## src/sramc_pkg.sv

```systemverilog
// Package: timing constants and pin encodings for the asynchronous SRAM controller
package sramc_pkg;
    localparam int          CLK_PERIOD_NS  = 20;
    localparam int          ADDR_W         = 16;
    localparam int          DATA_W         = 16;
    localparam int          LANE_W         = 8;
    // Slowest speed grade figures, in ns
    localparam int          READ_CYCLE_NS  = 20;
    localparam int          ACCESS_NS      = 20;
    localparam int          WRITE_CYCLE_NS = 20;
    localparam int          WRITE_PULSE_NS = 12;
    localparam int          FLOAT_NS       = 8;
    localparam int          DATA_SETUP_NS  = 10;
    // Least times round up, at least one cycle
    localparam int          ACCESS_CYC     = (ACCESS_NS + CLK_PERIOD_NS - 1) / CLK_PERIOD_NS + 1;
    localparam int          WP_RAW         = FLOAT_NS + DATA_SETUP_NS > WRITE_PULSE_NS ?
                                             FLOAT_NS + DATA_SETUP_NS : WRITE_PULSE_NS;
    localparam int          WRITE_CYC      = (WP_RAW + CLK_PERIOD_NS - 1) / CLK_PERIOD_NS;
    localparam int          FLOAT_CYC      = (FLOAT_NS + CLK_PERIOD_NS - 1) / CLK_PERIOD_NS;
    localparam int          RC_CYC         = (READ_CYCLE_NS + CLK_PERIOD_NS - 1) / CLK_PERIOD_NS;
    localparam int          WC_CYC         = (WRITE_CYCLE_NS + CLK_PERIOD_NS - 1) / CLK_PERIOD_NS;
    localparam int          CNT_W          = 4;
    localparam logic [CNT_W-1:0] ACCESS_CNT = CNT_W'(ACCESS_CYC);
    localparam logic [CNT_W-1:0] WRITE_CNT  = CNT_W'(WRITE_CYC);
    localparam logic [CNT_W-1:0] FLOAT_CNT  = CNT_W'(FLOAT_CYC);
    localparam logic [CNT_W-1:0] RC_CNT     = CNT_W'(RC_CYC);
    localparam logic [CNT_W-1:0] WC_CNT     = CNT_W'(WC_CYC);
    localparam logic [1:0]  LANES_OFF      = 2'h3;
    typedef enum logic [5:0] {
        SRAMC_IDLE   = 6'h01,
        SRAMC_RD     = 6'h02,
        SRAMC_RD_END = 6'h04,
        SRAMC_WR_SET = 6'h08,
        SRAMC_WR     = 6'h10,
        SRAMC_REC    = 6'h20
    } sramc_state_t;
endpackage

```

## src/sramc_ctrl.sv

```systemverilog
// Controller that drives a 64K x 16 asynchronous SRAM through its pins
// Contract
// - Output enable low: pulse covers float plus setup
// - Output enable high: pulse may be plain minimum
// - Never drive data while memory drives
// - Address valid before select and lanes fall; reads drop select on the same edge as the address goes out
// - Write enable high through every read
// - Address valid long enough before write end
// - Select low long enough before write end
// - Lanes low long enough before write end
// - Address stable through the whole write
// - Data valid before write end, held after
`timescale 1ns/1ps
module sramc_ctrl (
    // Clock and reset
    input  wire logic                           clock_i,
    input  wire logic                           rst_n_i,
    // User request
    input  wire logic                           req_i,
    input  wire logic                           req_write_i,
    input  wire logic [sramc_pkg::ADDR_W-1:0]   req_addr_i,
    input  wire logic [sramc_pkg::DATA_W-1:0]   req_wdata_i,
    input  wire logic [1:0]                     req_lane_n_i,
    output logic                                busy_o,
    output logic                                rd_valid_o,
    output logic [sramc_pkg::DATA_W-1:0]        rd_data_o,
    // Memory pins
    output logic [sramc_pkg::ADDR_W-1:0]        word_address_o,
    output logic                                chip_select_n_o,
    output logic                                output_enable_n_o,
    output logic                                write_enable_n_o,
    output logic                                upper_lane_enable_n_o,
    output logic                                lower_lane_enable_n_o,
    input  wire logic [sramc_pkg::DATA_W-1:0]   data_bus_i,
    output logic [sramc_pkg::DATA_W-1:0]        data_bus_o,
    output logic                                data_bus_oe_n_o
);
    sramc_pkg::sramc_state_t state;
    sramc_pkg::sramc_state_t next_state;
    logic [sramc_pkg::CNT_W-1:0]   cnt;
    logic [sramc_pkg::CNT_W-1:0]   next_cnt;
    logic [sramc_pkg::DATA_W-1:0]  bus_meta;
    logic [sramc_pkg::DATA_W-1:0]  bus_sync;
    logic [1:0]                    rd_lane_n;

    // Data pins are asynchronous to us: two flops before use
    always_ff @(posedge clock_i) begin
        if (!rst_n_i) begin
            bus_meta <= '0;
            bus_sync <= '0;
        end else begin
            bus_meta <= data_bus_i;
            bus_sync <= bus_meta;
        end
    end

    always_comb begin
        next_state = state;
        next_cnt   = (cnt != '0) ? cnt - 1'b1 : cnt;
        unique case (state)
            sramc_pkg::SRAMC_IDLE: begin
                if (req_i && req_lane_n_i != sramc_pkg::LANES_OFF) begin
                    // Write first floats the bus a cycle with strobes high
                    next_state = req_write_i ? sramc_pkg::SRAMC_WR_SET : sramc_pkg::SRAMC_RD;
                    next_cnt   = req_write_i ? sramc_pkg::WRITE_CNT : sramc_pkg::ACCESS_CNT;
                end
            end
            sramc_pkg::SRAMC_RD: begin
                // Hold strobes through access time plus sync delay
                if (cnt == '0) begin
                    next_state = sramc_pkg::SRAMC_RD_END;
                end
            end
            sramc_pkg::SRAMC_RD_END: begin
                next_state = sramc_pkg::SRAMC_REC;
                next_cnt   = sramc_pkg::FLOAT_CNT;
            end
            sramc_pkg::SRAMC_WR_SET: begin
                next_state = sramc_pkg::SRAMC_WR;
            end
            sramc_pkg::SRAMC_WR: begin
                // Pulse covers float plus setup even with enable high
                if (cnt == '0) begin
                    next_state = sramc_pkg::SRAMC_REC;
                    next_cnt   = sramc_pkg::FLOAT_CNT;
                end
            end
            sramc_pkg::SRAMC_REC: begin
                // Gap lets memory float before next access
                if (cnt == '0) begin
                    next_state = sramc_pkg::SRAMC_IDLE;
                end
            end
        endcase
    end

    always_ff @(posedge clock_i) begin
        if (!rst_n_i) begin
            state <= sramc_pkg::SRAMC_IDLE;
            cnt   <= '0;
        end else begin
            state <= next_state;
            cnt   <= next_cnt;
        end
    end

    // Address and write data latched at acceptance, stable through access
    always_ff @(posedge clock_i) begin
        if (!rst_n_i) begin
            word_address_o <= '0;
            data_bus_o     <= '0;
            rd_lane_n      <= sramc_pkg::LANES_OFF;
        end else if (state == sramc_pkg::SRAMC_IDLE && req_i) begin
            word_address_o <= req_addr_i;
            data_bus_o     <= req_wdata_i;
            rd_lane_n      <= req_lane_n_i;
        end
    end

    // Strobes: for writes select and lanes fall a cycle after address is out; for reads select falls on the same edge with prior lanes, new a cycle later
    always_ff @(posedge clock_i) begin
        if (!rst_n_i) begin
            chip_select_n_o       <= 1'b1;
            upper_lane_enable_n_o <= 1'b1;
            lower_lane_enable_n_o <= 1'b1;
            output_enable_n_o     <= 1'b1;
        end else begin
            chip_select_n_o       <= !(next_state == sramc_pkg::SRAMC_RD ||
                                       next_state == sramc_pkg::SRAMC_WR);
            upper_lane_enable_n_o <= (next_state == sramc_pkg::SRAMC_RD ||
                                      next_state == sramc_pkg::SRAMC_WR) ?
                                     rd_lane_n[1] : 1'b1;
            lower_lane_enable_n_o <= (next_state == sramc_pkg::SRAMC_RD ||
                                      next_state == sramc_pkg::SRAMC_WR) ?
                                     rd_lane_n[0] : 1'b1;
            output_enable_n_o     <= !(next_state == sramc_pkg::SRAMC_RD);
        end
    end

    // Write enable only in write pulse, high through reads
    always_ff @(posedge clock_i) begin
        if (!rst_n_i) begin
            write_enable_n_o <= 1'b1;
        end else begin
            write_enable_n_o <= !(next_state == sramc_pkg::SRAMC_WR);
        end
    end

    // Drive bus while write strobes stand and one cycle after; data held past write end
    always_ff @(posedge clock_i) begin
        if (!rst_n_i) begin
            data_bus_oe_n_o <= 1'b1;
        end else begin
            data_bus_oe_n_o <= !(next_state == sramc_pkg::SRAMC_WR ||
                                 (state == sramc_pkg::SRAMC_WR &&
                                  next_state == sramc_pkg::SRAMC_REC));
        end
    end

    // Capture synchronised read data at end of access, unused lanes zero
    always_ff @(posedge clock_i) begin
        if (!rst_n_i) begin
            rd_valid_o   <= 1'b0;
            rd_data_o    <= '0;
        end else begin
            rd_valid_o   <= (state == sramc_pkg::SRAMC_RD_END);
            if (state == sramc_pkg::SRAMC_RD_END) begin
                rd_data_o <= {rd_lane_n[1] ? 8'h00 : bus_sync[15:8],
                              rd_lane_n[0] ? 8'h00 : bus_sync[7:0]};
            end
        end
    end

    always_ff @(posedge clock_i) begin
        if (!rst_n_i) begin
            busy_o <= 1'b1;
        end else begin
            busy_o <= (next_state != sramc_pkg::SRAMC_IDLE);
        end
    end
endmodule

```

## config.mk

```make
export PLATFORM = sky130hd
export DESIGN_NAME = sramc_ctrl
export DESIGN_NICKNAME = d
export VERILOG_FILES = /design/src/sramc_pkg.sv /design/src/sramc_ctrl.sv
export SDC_FILE = /design/constraint.sdc
export NUM_CORES = 1
export LEC_CHECK = 0
export ABC_AREA = 1
export BUFFER_PORTS_ARGS = -buffer_cell sky130_fd_sc_hd__buf_2
export CELL_PAD_IN_SITES_DETAIL_PLACEMENT = 1
export CELL_PAD_IN_SITES_GLOBAL_PLACEMENT = 1
export CORE_UTILIZATION = 33
export CTS_CLUSTER_SIZE = 12
export DETAILED_ROUTE_END_ITERATION = 10
export PLACE_DENSITY_LB_ADDON = 0.3
export REMOVE_ABC_BUFFERS = 1
export SYNTH_ARGS = -nofsm -noshare
export SYNTH_HDL_FRONTEND = slang
export SYNTH_SLANG_ARGS = --single-unit
```

## constraint.sdc

```tcl
create_clock -name clock_i -period 1.5 [get_ports clock_i]
set_input_delay 0.075 -clock clock_i [delete_from_list [all_inputs] [get_ports clock_i]]
set_output_delay 0.075 -clock clock_i [all_outputs]
set_load 0.05 [all_outputs]
```

Word level (Yosys, flattened, before mapping)

Index checks and enable logic that the tools add are counted.

Equal/unequal tests: 11
Mux-type cells: 13
Reduce and logical (&&, ||, !) cells: 12
$add $sub $neg: 1

Operator list:

| kind                                                               | count |
|---|---|
| 6-bit case mux with 6 select lines                                 | 1 |
| 6-bit 2-to-1 mux                                                   | 4 |
| 4-bit 2-to-1 mux                                                   | 4 |
| 8-bit 2-to-1 mux                                                   | 2 |
| 6-bit by 2-bit == test with 1-bit output, second input constant    | 2 |
| 6-bit by 5-bit == test with 1-bit output, second input constant    | 2 |
| 6-bit == test, second input constant                               | 2 |
| 4-bit case mux with 3 select lines                                 | 1 |
| 6-bit by 1-bit == test with 1-bit output, second input constant    | 1 |
| 6-bit by 3-bit == test with 1-bit output, second input constant    | 1 |
| 6-bit by 4-bit == test with 1-bit output, second input constant    | 1 |
| 6-bit by 1-bit != test with 1-bit output, second input constant    | 1 |
| 1-bit zero test                                                    | 4 |
| 4-bit zero test                                                    | 1 |
| 4-bit nonzero test                                                 | 1 |
| 4-bit by 1-bit subtractor with 4-bit output, second input constant | 1 |
| 1-bit logical AND                                                  | 3 |
| 1-bit logical OR                                                   | 2 |
| 2-bit 2-to-1 mux                                                   | 1 |
| 2-bit != test, second input constant                               | 1 |
| 2-bit AND reduction                                                | 1 |

Word-level logic and storage cells: 53
Flip-flop bits (word level): 100

Logic depth before layout (Yosys ltp)

Gate-level depths: netlist of the first run.

Depth after elaboration: 8
Gate-level depth with buffers: 11
Gate-level depth less buffers: 11

Worst setup path before layout of the first run

Ideal clock, no wire load.

Path kind: register to register
Start: register cnt[0] (netlist name)
End: register lower_lane_enable_n_o
Path slack: 73 ps
Arrival time: 1310 ps
Library setup time: 117 ps
Clock period less this slack: 1427 ps
Cell stages (with the launch flop): 11
Required time: 1383 ps
Cell sequence: dfxtp_1 > inv_1 > ha_1 > nand2_2 > nor2_1 > a21oi_1 > nand2_1 > a21oi_2 > nand3_2 > nand2_2 > nand2_1

Longest elaborated chain between the ends: 6
Elaborated cells on any way between the ends: 9
Classes of those cells: eq/ne: 2; mux: 4; reduce/logical: 3

RTL lines:

| what                                                                                                        | line                                                 | text |
|---|---|---|
| start: declaration                                                                                          | sramc_ctrl.sv:40                                     | `logic [sramc_pkg::CNT_W-1:0] cnt;` |
| start signal: assignment                                                                                    | sramc_ctrl.sv:103                                    | `cnt <= next_cnt;` |
| 4-bit zero test (*)                                                                                         | sramc_ctrl.sv:70, sramc_ctrl.sv:83, sramc_ctrl.sv:90 |  |
| 6-bit 2-to-1 mux, on equally long branches                                                                  | sramc_ctrl.sv:90, sramc_ctrl.sv:70, sramc_ctrl.sv:83 |  |
| 6-bit case mux with 6 select lines (*)                                                                      | sramc_ctrl.sv:60                                     | `unique case (state)` |
| 6-bit by 2-bit == test with 1-bit output / 6-bit by 5-bit == test with 1-bit output (equally long branches) | sramc_ctrl.sv:133, sramc_ctrl.sv:134                 |  |
| 1-bit logical OR (*)                                                                                        | sramc_ctrl.sv:133                                    | `lower_lane_enable_n_o <= (next_state == sramc_pkg::SRAMC_RD \|\|` |
| 2-bit AND reduction (no line) (*)                                                                           | --                                                   |  |
| end signal: assignment                                                                                      | sramc_ctrl.sv:133                                    |  |
| end: declaration                                                                                            | sramc_ctrl.sv:33                                     | `output logic lower_lane_enable_n_o,` |

Every way passes the cells marked *; elsewhere a longest branch is shown, timed or not.
A chain may end at the register's enable or synchronous reset.

Worst setup path in the final report of the first run

Start: register state[1]
End: register lower_lane_enable_n_o

Longest elaborated chain between the ends: 5
Elaborated cells on any way between the ends: 15
Classes of those cells: eq/ne: 8; mux: 5; reduce/logical: 2

RTL lines:

| what                                                                                                        | line                                 | text |
|---|---|---|
| start: declaration                                                                                          | sramc_ctrl.sv:38                     | `sramc_pkg::sramc_state_t state;` |
| start signal: assignment                                                                                    | sramc_ctrl.sv:99                     | `state <= sramc_pkg::SRAMC_IDLE;` |
| start signal: assignment                                                                                    | sramc_ctrl.sv:102                    | `state <= next_state;` |
| 6-bit == test (tied with other cells)                                                                       | sramc_ctrl.sv:60                     |  |
| 6-bit case mux with 6 select lines (*)                                                                      | sramc_ctrl.sv:60                     |  |
| 6-bit by 2-bit == test with 1-bit output / 6-bit by 5-bit == test with 1-bit output (equally long branches) | sramc_ctrl.sv:133, sramc_ctrl.sv:134 |  |
| 1-bit logical OR (*)                                                                                        | sramc_ctrl.sv:133                    |  |
| 2-bit AND reduction (no line) (*)                                                                           | --                                   |  |

Marks and branches as above.

==> results of run 1 <==
==> per-stage QoR <==
stage / hold WS [ns] / utilization, %
after floorplan: 0.1512 / -
after global placement: 0.2547 / 41.93
after detailed placement: 0.2614 / 41.93
after CTS: 0.1618 / 49.65
after global routing: 0.2166 / 50.45
final: 0.1804 / 50.45
==> routing by layer <==
metal | global-route usage (%) | vias up | wire, um
met1 | 20.66 | 1713 | 4440
met2 | 38.68 | 68 | 6001
met4 | 10.02 | 0 | 428
li1 | - | 1733 | -
met5 | 0 | - | 0
met3 | 3.250 | 33 | 232
==> path summary, 6_finish.rpt <==
check	startpoint	to	slack, ns
max	state[1]	lower_lane_enable_n_o	-0.01
min	req_lane_n_i[0]	state[0]	0.18
max reg2reg	state[1]	lower_lane_enable_n_o	-0.01
min reg2reg	bus_meta[8]	bus_sync[8]	0.41
==> what timing repair did <==
| item | 4_1_cts | 5_1_grt |
|---|---|---|
| hold buffers | 51 | 0 |
| setup buffers | 5 | 3 |
| setup endpoints to repair | 22 | 58 |
| pin swaps | 9 | 11 |
| resized for setup | 20 | 18 |
| endpoints found under the hold margin | 52 | 0 |
==> cell families after synthesis <==
kind of cell	after synthesis
flip-flops	100
XOR/XNOR	2
adder cells (fa/ha/maj)	2
AO/OA/AOI/OAI	55
buffers and inverters	72
AND/OR/NAND/NOR	209
==> power breakdown <==
group | internal (mW) | switching (mW) | leakage, nW
clock | 0.682 | 0.997 | 0.0965
sequential | 2.87 | 0.124 | 0.825
combinational | 0.881 | 1.23 | 1.77
==> sequential cells by signal (all words and copies together), names as in the netlist <==
register	cells
word_address_o	16
data_bus_oe_n_o	1
upper_lane_enable_n_o	1
data_bus_o	16
state	6
write_enable_n_o	1
busy_o	1
chip_select_n_o	1
cnt	4
output_enable_n_o	1
bus_meta	16
rd_lane_n	2
rd_data_o	16
bus_sync	16
lower_lane_enable_n_o	1
rd_valid_o	1
==> layout make-up <==
type | instances | area, sq um
multi-input cells | 268 | 1376
fillers | 1291 | 5161
flip-flops and latches | 100 | 2017
inverters | 53 | 211.5
well taps | 136 | 170.2
repair buffers | 188 | 1286
clock inverters | 6 | 56.30
clock buffers | 10 | 137.6
==> worst max-delay path, stage by stage (launching register included) <==
cell and delay (ns):
dfxtp_4 0.38, nor2_4 0.15, nand2_2 0.12, a21oi_4 0.16
nor2_4 0.08, nand3_2 0.09, nand2_1 0.06, nor2_2 0.14
nand3_2 0.09, nand2_2 0.08, nand2_1 0.05
==> synth_stat cells, types with 2 or more instances <==
library cell	instances
nand2_2	4
nand2_1	64
inv_1	43
nand3_1	40
xnor2_1	2
a21oi_2	2
buf_2	7
nor2_4	4
nor3_1	2
nand4_1	2
buf_4	2
buf_1	2
o211ai_1	2
clkinv_1	4
inv_2	5
dfxtp_1	100
o21ai_1	5
nor2_1	81
nand3_2	3
o21ai_0	33
clkbuf_1	8
ha_1	2
nor2_2	6
a21oi_1	7
==> key figures, run 1 <==
Run status
  – Outcome: finished with violations
  – Failing checks: negative setup slack

Synthesis
  – Synthesized area: 3577 sq um
  – Register bit total from synthesis: 100
  – Post-Synth Simple-Gate Area: 26.06%
  – Top_reg_cell synth: dfxtp_1
  – FFs w/ async S/R, synth: 0%
  – Number of synthesized flops with an enable pin: 0
  – Biggest area consumer among synthesized cells: dfxtp_1
  – Post-synthesis cell type count: 34
  – Largest family of logic cells by synthesized area: simple AND/OR/NAND/NOR gates
  – Synth Area in Adders: 0.6995%
  – XOR/XNOR Fraction of Synth Area: 0.4897%
  – Post-synthesis compound-gate area fraction: 8.709%
  – Top cell type's share of synthesized area: around 56%
  – Mapped Avg Cell Area: 8.130 sq um
  – Top cells by area, synth: dfxtp_1 56%, nor2_1 8.5%, nand2_1 6.7%
  – Multiplexer area fraction after synthesis: 0%
  – Syn. warnings: 0
  – Synthesized instance count: 440
  – Register area share after synthesis: 55.96%

Timing
  – Worst-Margin Slew: 0.4485 ns
  – RSZ-0062 raised after global routing: yes
  – Final hold violations: 0
  – Final clock skew: 0.02005 ns
  – Final Cycle Share: 100.8%
  – Final min period: 1.513 ns
  – Final setup fails: 1
  – Final WS setup: -0.01264 ns
  – Max-slew violation count: 0
  – Setup tns final: -0.01264 ns
  – Worst slew margin: 70.10%
  – Fmax: 661.1 MHz

Global route
  – Global-route wire length before repair: 17760 um
  – Initial antenna violation count: 0
  – Grt total ovfl: 0
  – Tot GR Track Use: 20.06%
  – Number of global-route vias before repair: 3834
  – Largest net degree at the start of global routing: 57

Finish
  – Final Instance Area: 5255 sq um
  – Fin cells: 761
  – Commonest non-fill, non-tap cell in the layout: buf_2
  – Most frequent cells in the layout: 109 x buf_2, 92 x dfxtp_1, 76 x nor2_1
  – Synth-to-Final Area Change: 46.90%
  – Fraction of layout cells with a size suffix above 1: around 32%
  – Fin nets: a little under 700
  – Ant. Diodes: 0

Power and ir drop
  – Final Power: 6.780 mW
  – P_leak: 2.687 nW
  – Max IR drop VDD: approximately 0.00061 V
  – Pwr dens: 1290 nW/um^2

Placed design
  – Port bufs: roughly 110
  – Placed Cells incl. Taps: 686
  – Dpl hpwl: 7029 um
  – Placed cell area: between 4000 and 5000 sq um
  – Final GP Congestion: 0.8882
  – Dpl ws: -0.06755 ns

Route
  – DRT antenna net count: 0
  – DR WL/cell: 14.59 um
  – DR vias: around 3500
  – Drt first pass iters: 4
  – Via density: 4.661
  – Final WL: around 11000 um
  – DR iter-0 viols: ~110
  – Residual DRC: 0

Setup path
  – Worst Setup Start Kind: flip-flop
  – Critical Path AT: ~1.8 ns
  – Crit path capture type: flip-flop
  – Max FO, Critical Path: 5
  – Register-to-Register Path Depth: 10
  – WP data required: 1.74 ns
  – Worst Path Class, Setup: reg2reg

Clocking
  – CTS buffer count: 9
  – CTS tree: built
  – CTS Buffer Depth: 2
  – Clk_lat worst skew: 0.36 ns
  – CTS Root Cell: clkbuf_8
  – CTS clk-pin slew, worst paths: between 0.1 and 0.15 ns
  – Clock sinks: 100
  – Max H-tree Level: 3

Min path
  – Hold depth: 5
  – Hold crit path type: in2reg

Die
  – Die width: around 110 um
  – Core area: 10420 sq um
  – Starting Density: 34.34%
  – Die ar.: 11260 sq um
  – Die H: 106.1 um
  – Io pins: 110
  – FP Rows: 37

Flow run
  – Max-cap violation count: 0
Power figures use the tool's default switching activity.
==> inputs of run 2 (changes only) <==
--- a/config.mk
+++ b/config.mk
@@ -12,6 +12,7 @@
 export CORE_UTILIZATION = 33
 export CTS_CLUSTER_SIZE = 12
 export DETAILED_ROUTE_END_ITERATION = 10
+export GPL_ROUTABILITY_DRIVEN = 0
 export PLACE_DENSITY_LB_ADDON = 0.3
 export REMOVE_ABC_BUFFERS = 1
 export SYNTH_ARGS = -nofsm -noshare
==> constraint.sdc (replaced) <==
create_clock -name clock_i -period 1.5 [get_ports clock_i]
set_input_delay 0.15 -clock clock_i [delete_from_list [all_inputs] [get_ports clock_i]]
set_output_delay 0.15 -clock clock_i [all_outputs]
set_load 0.05 [all_outputs]
==> run 2 against run 1 <==
The run still ends with negative setup slack left; design area down 2.3%; critical path depth did not move; power increased by 1.4%; via count fell by 3.6%; sequential cell count is the same; non-clock buffer count shrank 18; sequential power barely moved; worst hold slack lost 0.17 ns; highest routed layer unchanged; clock-buffer cell count rose by 2; clock skew shrank 0.0060 ns.
==> key figures, run 2 (synthesis gave the netlist of run 1 again) <==
Clocking
  – Clk_lat worst skew: 0.37 ns
  – Max H-tree Level: 3
  – CTS buffer count: 9
  – CTS tree: built
  – CTS Buffer Depth: 2
  – Clock sinks: 100
  – CTS clk-pin slew, worst paths: 0.10 ns
  – CTS Root Cell: clkbuf_8

Setup path
  – R2r startpoint: state[1]
  – Max FO, Critical Path: 5
  – Worst Setup Start Kind: flip-flop
  – Register-to-Register Path Depth: 10
  – Top Family by Delay on Critical Path: simple AND/OR/NAND/NOR gates
  – Largest stage delay, worst path: a little under 0.4 ns
  – Bufs and invs on worst path: 1
  – Critical path cell sequence: inv_4, or2_4, nor2_4, nor2_4, nand3_2, nand2_1, nor2_2, nand3_2, nand2_2, nand2_1
  – WP data required: 1.76 ns
  – Critical Path Slowest Stage Cell: dfxtp_4
  – Critical Path AT: 1.76 ns
  – WP depth: 10
  – Worst R2R End: lower_lane_enable_n_o
  – Worst Path Class, Setup: reg2reg
  – Crit path capture type: flip-flop
  – Reg2reg setup slack: -0.005 ns

Placed design
  – Port bufs: 109
  – Dpl hpwl: 7028 um
  – Placed Cells incl. Taps: about 690
  – Placed cell area: 4375 sq um
  – Dpl ws: -0.05251 ns

Die
  – Die ar.: 11260 sq um
  – Starting Density: 34.34%
  – Die width: around 110 um
  – Die H: between 100 and 150 um
  – Core area: 10420 sq um
  – FP Rows: 37
  – Io pins: 110

Timing
  – Final clock skew: 0.01409 ns
  – Final setup fails: 2
  – Worst slew margin: between 70% and 80%
  – Final min period: 1.505 ns
  – RSZ-0062 raised after global routing: yes
  – Max-slew violation count: 0
  – Fmax: 664.4 MHz
  – Final WS setup: -0.005203 ns
  – Final hold violations: 0
  – Final Cycle Share: 100.3%
  – Worst-Margin Slew: 0.3588 ns
  – Worst hold slack: 0.01534 ns

Global route
  – Tot GR Track Use: 18.97%
  – Number of global-route vias before repair: about 3600
  – Largest net degree at the start of global routing: 55
  – Global-route wire length before repair: 16660 um
  – Initial antenna violation count: 0
  – Grt total ovfl: 0

Finish
  – Ant. Diodes: 0
  – Fraction of layout cells with a size suffix above 1: 33.44%
  – Most frequent cells in the layout: 110 x buf_2, 92 x dfxtp_1, 77 x nor2_1
  – Synth-to-Final Area Change: 43.55%
  – Commonest non-fill, non-tap cell in the layout: buf_2
  – Final Instance Area: between 5000 and 6000 sq um
  – Fin cells: 743
  – Fin nets: 658
  – Fillcell total: about 1300

Power and ir drop
  – Sw Ratio: a little under a third
  – Sequential power share: 43.3%
  – P_leak: 2.643 nW
  – Psw: 2.194 mW
  – Comb power frac: between 20% and 30%
  – Max IR drop VDD: ~0.00045 V
  – Final Power: 6.873 mW
  – Clock Power Share: 29.6%
  – P_int: 4.678 mW
  – Pwr dens: 1338 nW/um^2

Route
  – Via density: 4.602
  – DR WL/cell: 13.98 um
  – DR vias: approximately 3400
  – DRT antenna net count: 0
  – Final WL: 10380 um
  – Residual DRC: 0
  – DR iter-0 viols: 72
  – Drt first pass iters: 4

Min path
  – Min-Delay Endpoint: data_bus_o[6]
  – Worst hold start: req_wdata_i[6]
  – Hold crit path type: in2reg
  – Hold depth: 3

Run status
  – Failing checks: negative setup slack
  – Outcome: finished with violations

Flow run
  – Max-cap violation count: 0
==> run 2: cell count changes in the layout (fill, tap and decap cells not counted), sizes merged <==
cell         delta
clkinv          -3
dlygate4sd3    -17
buf             -1
clkbuf          +2
bufinv          +2
clkinvlp        -1
==> run 2: what timing repair did <==
| item | CTS | global route |
|---|---|---|
| endpoints found under the setup margin | 8 | 45 |
| gates resized for setup | 19 | 24 |
| cloned | 0 | 1 |
| hold buffers | 34 | 0 |
| pin swaps | 3 | 12 |
| hold endpoints to repair | 34 | 0 |
| buffers inserted | 2 | 3 |
==> run 2: worst max-delay path by stage <==
stage,slack [ns],endpoint,from
2_1_floorplan,-0.16,data_bus_o[0],state[3]
6_report,-0.005,lower_lane_enable_n_o,state[1]
3_3_place_gp,0.04,upper_lane_enable_n_o,cnt[0]
4_1_cts,0.01,lower_lane_enable_n_o,state[1]
3_5_place_dp,-0.05,upper_lane_enable_n_o,cnt[0]
5_1_grt,-0.13,lower_lane_enable_n_o,state[3]
==> run 2: area by class of cell <==
cell class                 instances  area, sq um  share of cell area [%]
sequential                       100         2019                   39.33
multi-input combinational        268         1374                   26.75
timing repair buffer             170         1119                   21.78
inverter                          53        210.2                   4.094
tap                              136        170.2                   3.314
clock buffer                      12        165.2                   3.216
clock inverter                     4        77.57                   1.511
==> run 2: metrics by stage <==
step / utilization [%] / TNS [ns]
4_1_cts: 48.24 / 0
3_5_place_dp: 42.01 / -0.1267
3_3_place_gp: 42.01 / 0
6_report: 49.30 / -0.008607
5_1_grt: 49.30 / -0.4461
2_1_floorplan: - / -5.295
==> run 2: power by group through the flow <==
| stage | clock network (mW) | registers, mW | logic, mW |
|---|---|---|---|
| 3_5_place_dp | 0 | 3.02 | 1.58 |
| 2_1_floorplan | 0 | 3.37 | 0.616 |
| 6_report | 2.03 | 2.98 | 1.86 |
| 5_1_grt | 2.18 | 3.00 | 2.03 |
| 4_1_cts | 2.09 | 2.97 | 1.76 |
| 3_3_place_gp | 0 | 3.01 | 1.51 |
==> run 2: layer usage <==
layer  vias to the layer above  part of all wire (%)  track usage [%]
li1                       1702                     -                -
met1                      1638                    41            20.46
met2                        59                    54            35.71
met3                        20                   2.4            3.924
met4                         0                   2.5            7.639
met5                         -                     0                0
==> run 2: worst reg2reg max path, stage by stage, from the launching register on <==
cell     delay (ns)
dfxtp_4        0.39
inv_4          0.03
or2_4          0.23
nor2_4         0.15
nor2_4         0.06
nand3_2        0.07
nand2_1        0.07
nor2_2         0.15
nand3_2        0.10
nand2_2        0.09
nand2_1        0.05
==> inputs of run 3 (changes only) <==
--- a/config.mk
+++ b/config.mk
@@ -14,6 +14,7 @@
 export DETAILED_ROUTE_END_ITERATION = 10
 export GPL_ROUTABILITY_DRIVEN = 0
 export PLACE_DENSITY_LB_ADDON = 0.3
+export RECOVER_POWER = 25
 export REMOVE_ABC_BUFFERS = 1
 export SYNTH_ARGS = -nofsm -noshare
 export SYNTH_HDL_FRONTEND = slang
==> run 3 against run 2 <==
The run still ends with negative setup slack left; die area stayed put; non-clock buffer count unchanged; clock power barely moved; clock-buffer cell count did not move; power fell by 0.11%; design area fell by 0.46%; utilization shrank 0.23 points; largest cell class unchanged; highest routed layer unchanged.
==> key figures, run 3 (synthesis gave the netlist of run 1 again) <==
Finish
  – Commonest non-fill, non-tap cell in the layout: buf_2
  – Fillcell total: 1257
  – Synth-to-Final Area Change: 42.88%
  – Fin cells: around 740
  – Final Instance Area: approximately 5000 sq um
  – Final Core Density: 49.07%
  – Fin nets: 658
  – Ant. Diodes: 0
  – Fraction of layout cells with a size suffix above 1: 32.62%
  – Most frequent cells in the layout: 106 x buf_2, 92 x dfxtp_1, 77 x nor2_1

Clocking
  – CTS buffer count: 9
  – CTS Buffer Depth: 2
  – Clock sinks: 100
  – CTS Root Cell: clkbuf_8
  – CTS clk-pin slew, worst paths: ~0.1 ns
  – CTS tree: built
  – Clk_lat worst skew: 0.37 ns
  – Max H-tree Level: 3

Route
  – DR WL/cell: between 10 and 15 um
  – Drt first pass iters: 4
  – DRT antenna net count: 0
  – DR iter-0 viols: 72
  – Via density: 4.607
  – Residual DRC: 0
  – Final WL: slightly above 10000 um
  – DR vias: around 3400

Placed design
  – Placed cell area: 4375 sq um
  – Placed Cells incl. Taps: 687
  – Dpl ws: -0.05251 ns
  – Dpl hpwl: roughly 7000 um
  – Port bufs: 109

Timing
  – Final hold violations: 0
  – Worst hold slack: 0.01523 ns
  – Final WS setup: -0.005203 ns
  – Final min period: 1.505 ns
  – Final setup fails: 2
  – Worst slew margin: 38.89%
  – Worst-Margin Slew: 0.9167 ns
  – Fmax: between 600 and 700 MHz
  – Final clock skew: 0.01413 ns
  – Final Cycle Share: 100.3%
  – RSZ-0062 raised after global routing: yes
  – Max-slew violation count: 0

Flow run
  – Max-cap violation count: 0

Run status
  – Outcome: finished with violations
  – Failing checks: negative setup slack

Die
  – Die width: 106.1 um
  – Die ar.: 11260 sq um
  – Die H: between 100 and 150 um
  – Io pins: 110
  – FP Rows: 37
  – Starting Density: about a third
  – Core area: 10420 sq um

Setup path
  – WP data required: 1.76 ns
  – Max FO, Critical Path: 5
  – Bufs and invs on worst path: 1
  – Top Family by Delay on Critical Path: simple AND/OR/NAND/NOR gates
  – Largest stage delay, worst path: 0.39 ns
  – Critical Path Slowest Stage Cell: dfxtp_4
  – Worst Setup Start Kind: flip-flop
  – Crit path capture type: flip-flop
  – Critical Path AT: 1.76 ns
  – Critical path cell sequence: inv_4, or2_4, nor2_4, nor2_4, nand3_2, nand2_1, nor2_2, nand3_2, nand2_2, nand2_1
  – Worst Path Class, Setup: reg2reg

Global route
  – Largest net degree at the start of global routing: 55
  – Number of global-route vias before repair: 3601
  – Grt total ovfl: 0
  – Tot GR Track Use: 18.97%
  – Initial antenna violation count: 0
  – Global-route wire length before repair: around 17000 um

Min path
  – Hold crit path type: in2reg

Power and ir drop
  – P_leak: 2.625 nW
  – Pwr dens: 1343 nW/um^2
  – Max IR drop VDD: 0.0004483 V
==> run 3: changes by cell type in the layout (fill, tap and decap cells not counted) <==
| cell | before | now |
|---|---|---|
| buf_12 | 2 | 1 |
| buf_2 | 110 | 106 |
| clkbuf_2 | 0 | 1 |
| buf_4 | 22 | 21 |
| clkbuf_1 | 0 | 5 |
==> run 3: final cells by class <==
class,instances,area (sq um),area share (%)
tap,136,170.2,3.329
clock inverter,4,77.57,1.518
inverter,53,210.2,4.113
clock buffer,12,165.2,3.231
multi-input combinational,268,1374,26.88
sequential,100,2019,39.51
timing repair buffer,170,1095,21.42
==> run 3: metal layers <==
layer | up-vias | global-route usage, % | share of wire (%)
li1 | 1703 | - | -
met1 | 1641 | 20.46 | 41
met2 | 59 | 35.71 | 54
met3 | 20 | 3.924 | 2.4
met4 | 0 | 7.639 | 2.5
met5 | - | 0 | 0
==> run 3: tightest hold or removal path, delay by kind of cell <==
family                 cells  cell delay, ns
and+or+nand+nor            2            0.12
buffers and inverters      1            0.07
==> run 3: power by group <==
| group | switching (mW) | internal [mW] | total [mW] | leakage [nW] |
|---|---|---|---|---|
| combinational | 1.14 | 0.718 | 1.86 | 1.68 |
| clock | 0.942 | 1.09 | 2.03 | 0.124 |
| sequential | 0.112 | 2.87 | 2.98 | 0.825 |
==> run 3: path summary, 6_finish.rpt <==
kind,start,to,cells past startpoint,slack [ns]
worst min-delay path,req_wdata_i[6],data_bus_o[6],3,0.02
worst max register to register,state[1],lower_lane_enable_n_o,10,-0.005
worst min register to register,bus_meta[13],bus_sync[13],2,0.42
worst max-delay path,state[1],lower_lane_enable_n_o,10,-0.005
==> run 3: repair_timing <==
action / in CTS / in global routing
hold buffers: 34 / 0
setup buffers: 2 / 3
endpoints found under the setup margin: 8 / 45
gates cloned: 0 / 1
hold endpoints to repair: 34 / 0
gates resized for setup: 19 / 24
pin swaps: 3 / 12
==> run 3: through the flow <==
step	total power [mW]	setup TNS (ns)
6_report	6.865	-0.008629
5_1_grt	7.205	-1.826
4_1_cts	6.812	0
3_5_place_dp	4.599	-0.1267
3_3_place_gp	4.520	0
2_1_floorplan	3.989	-5.295
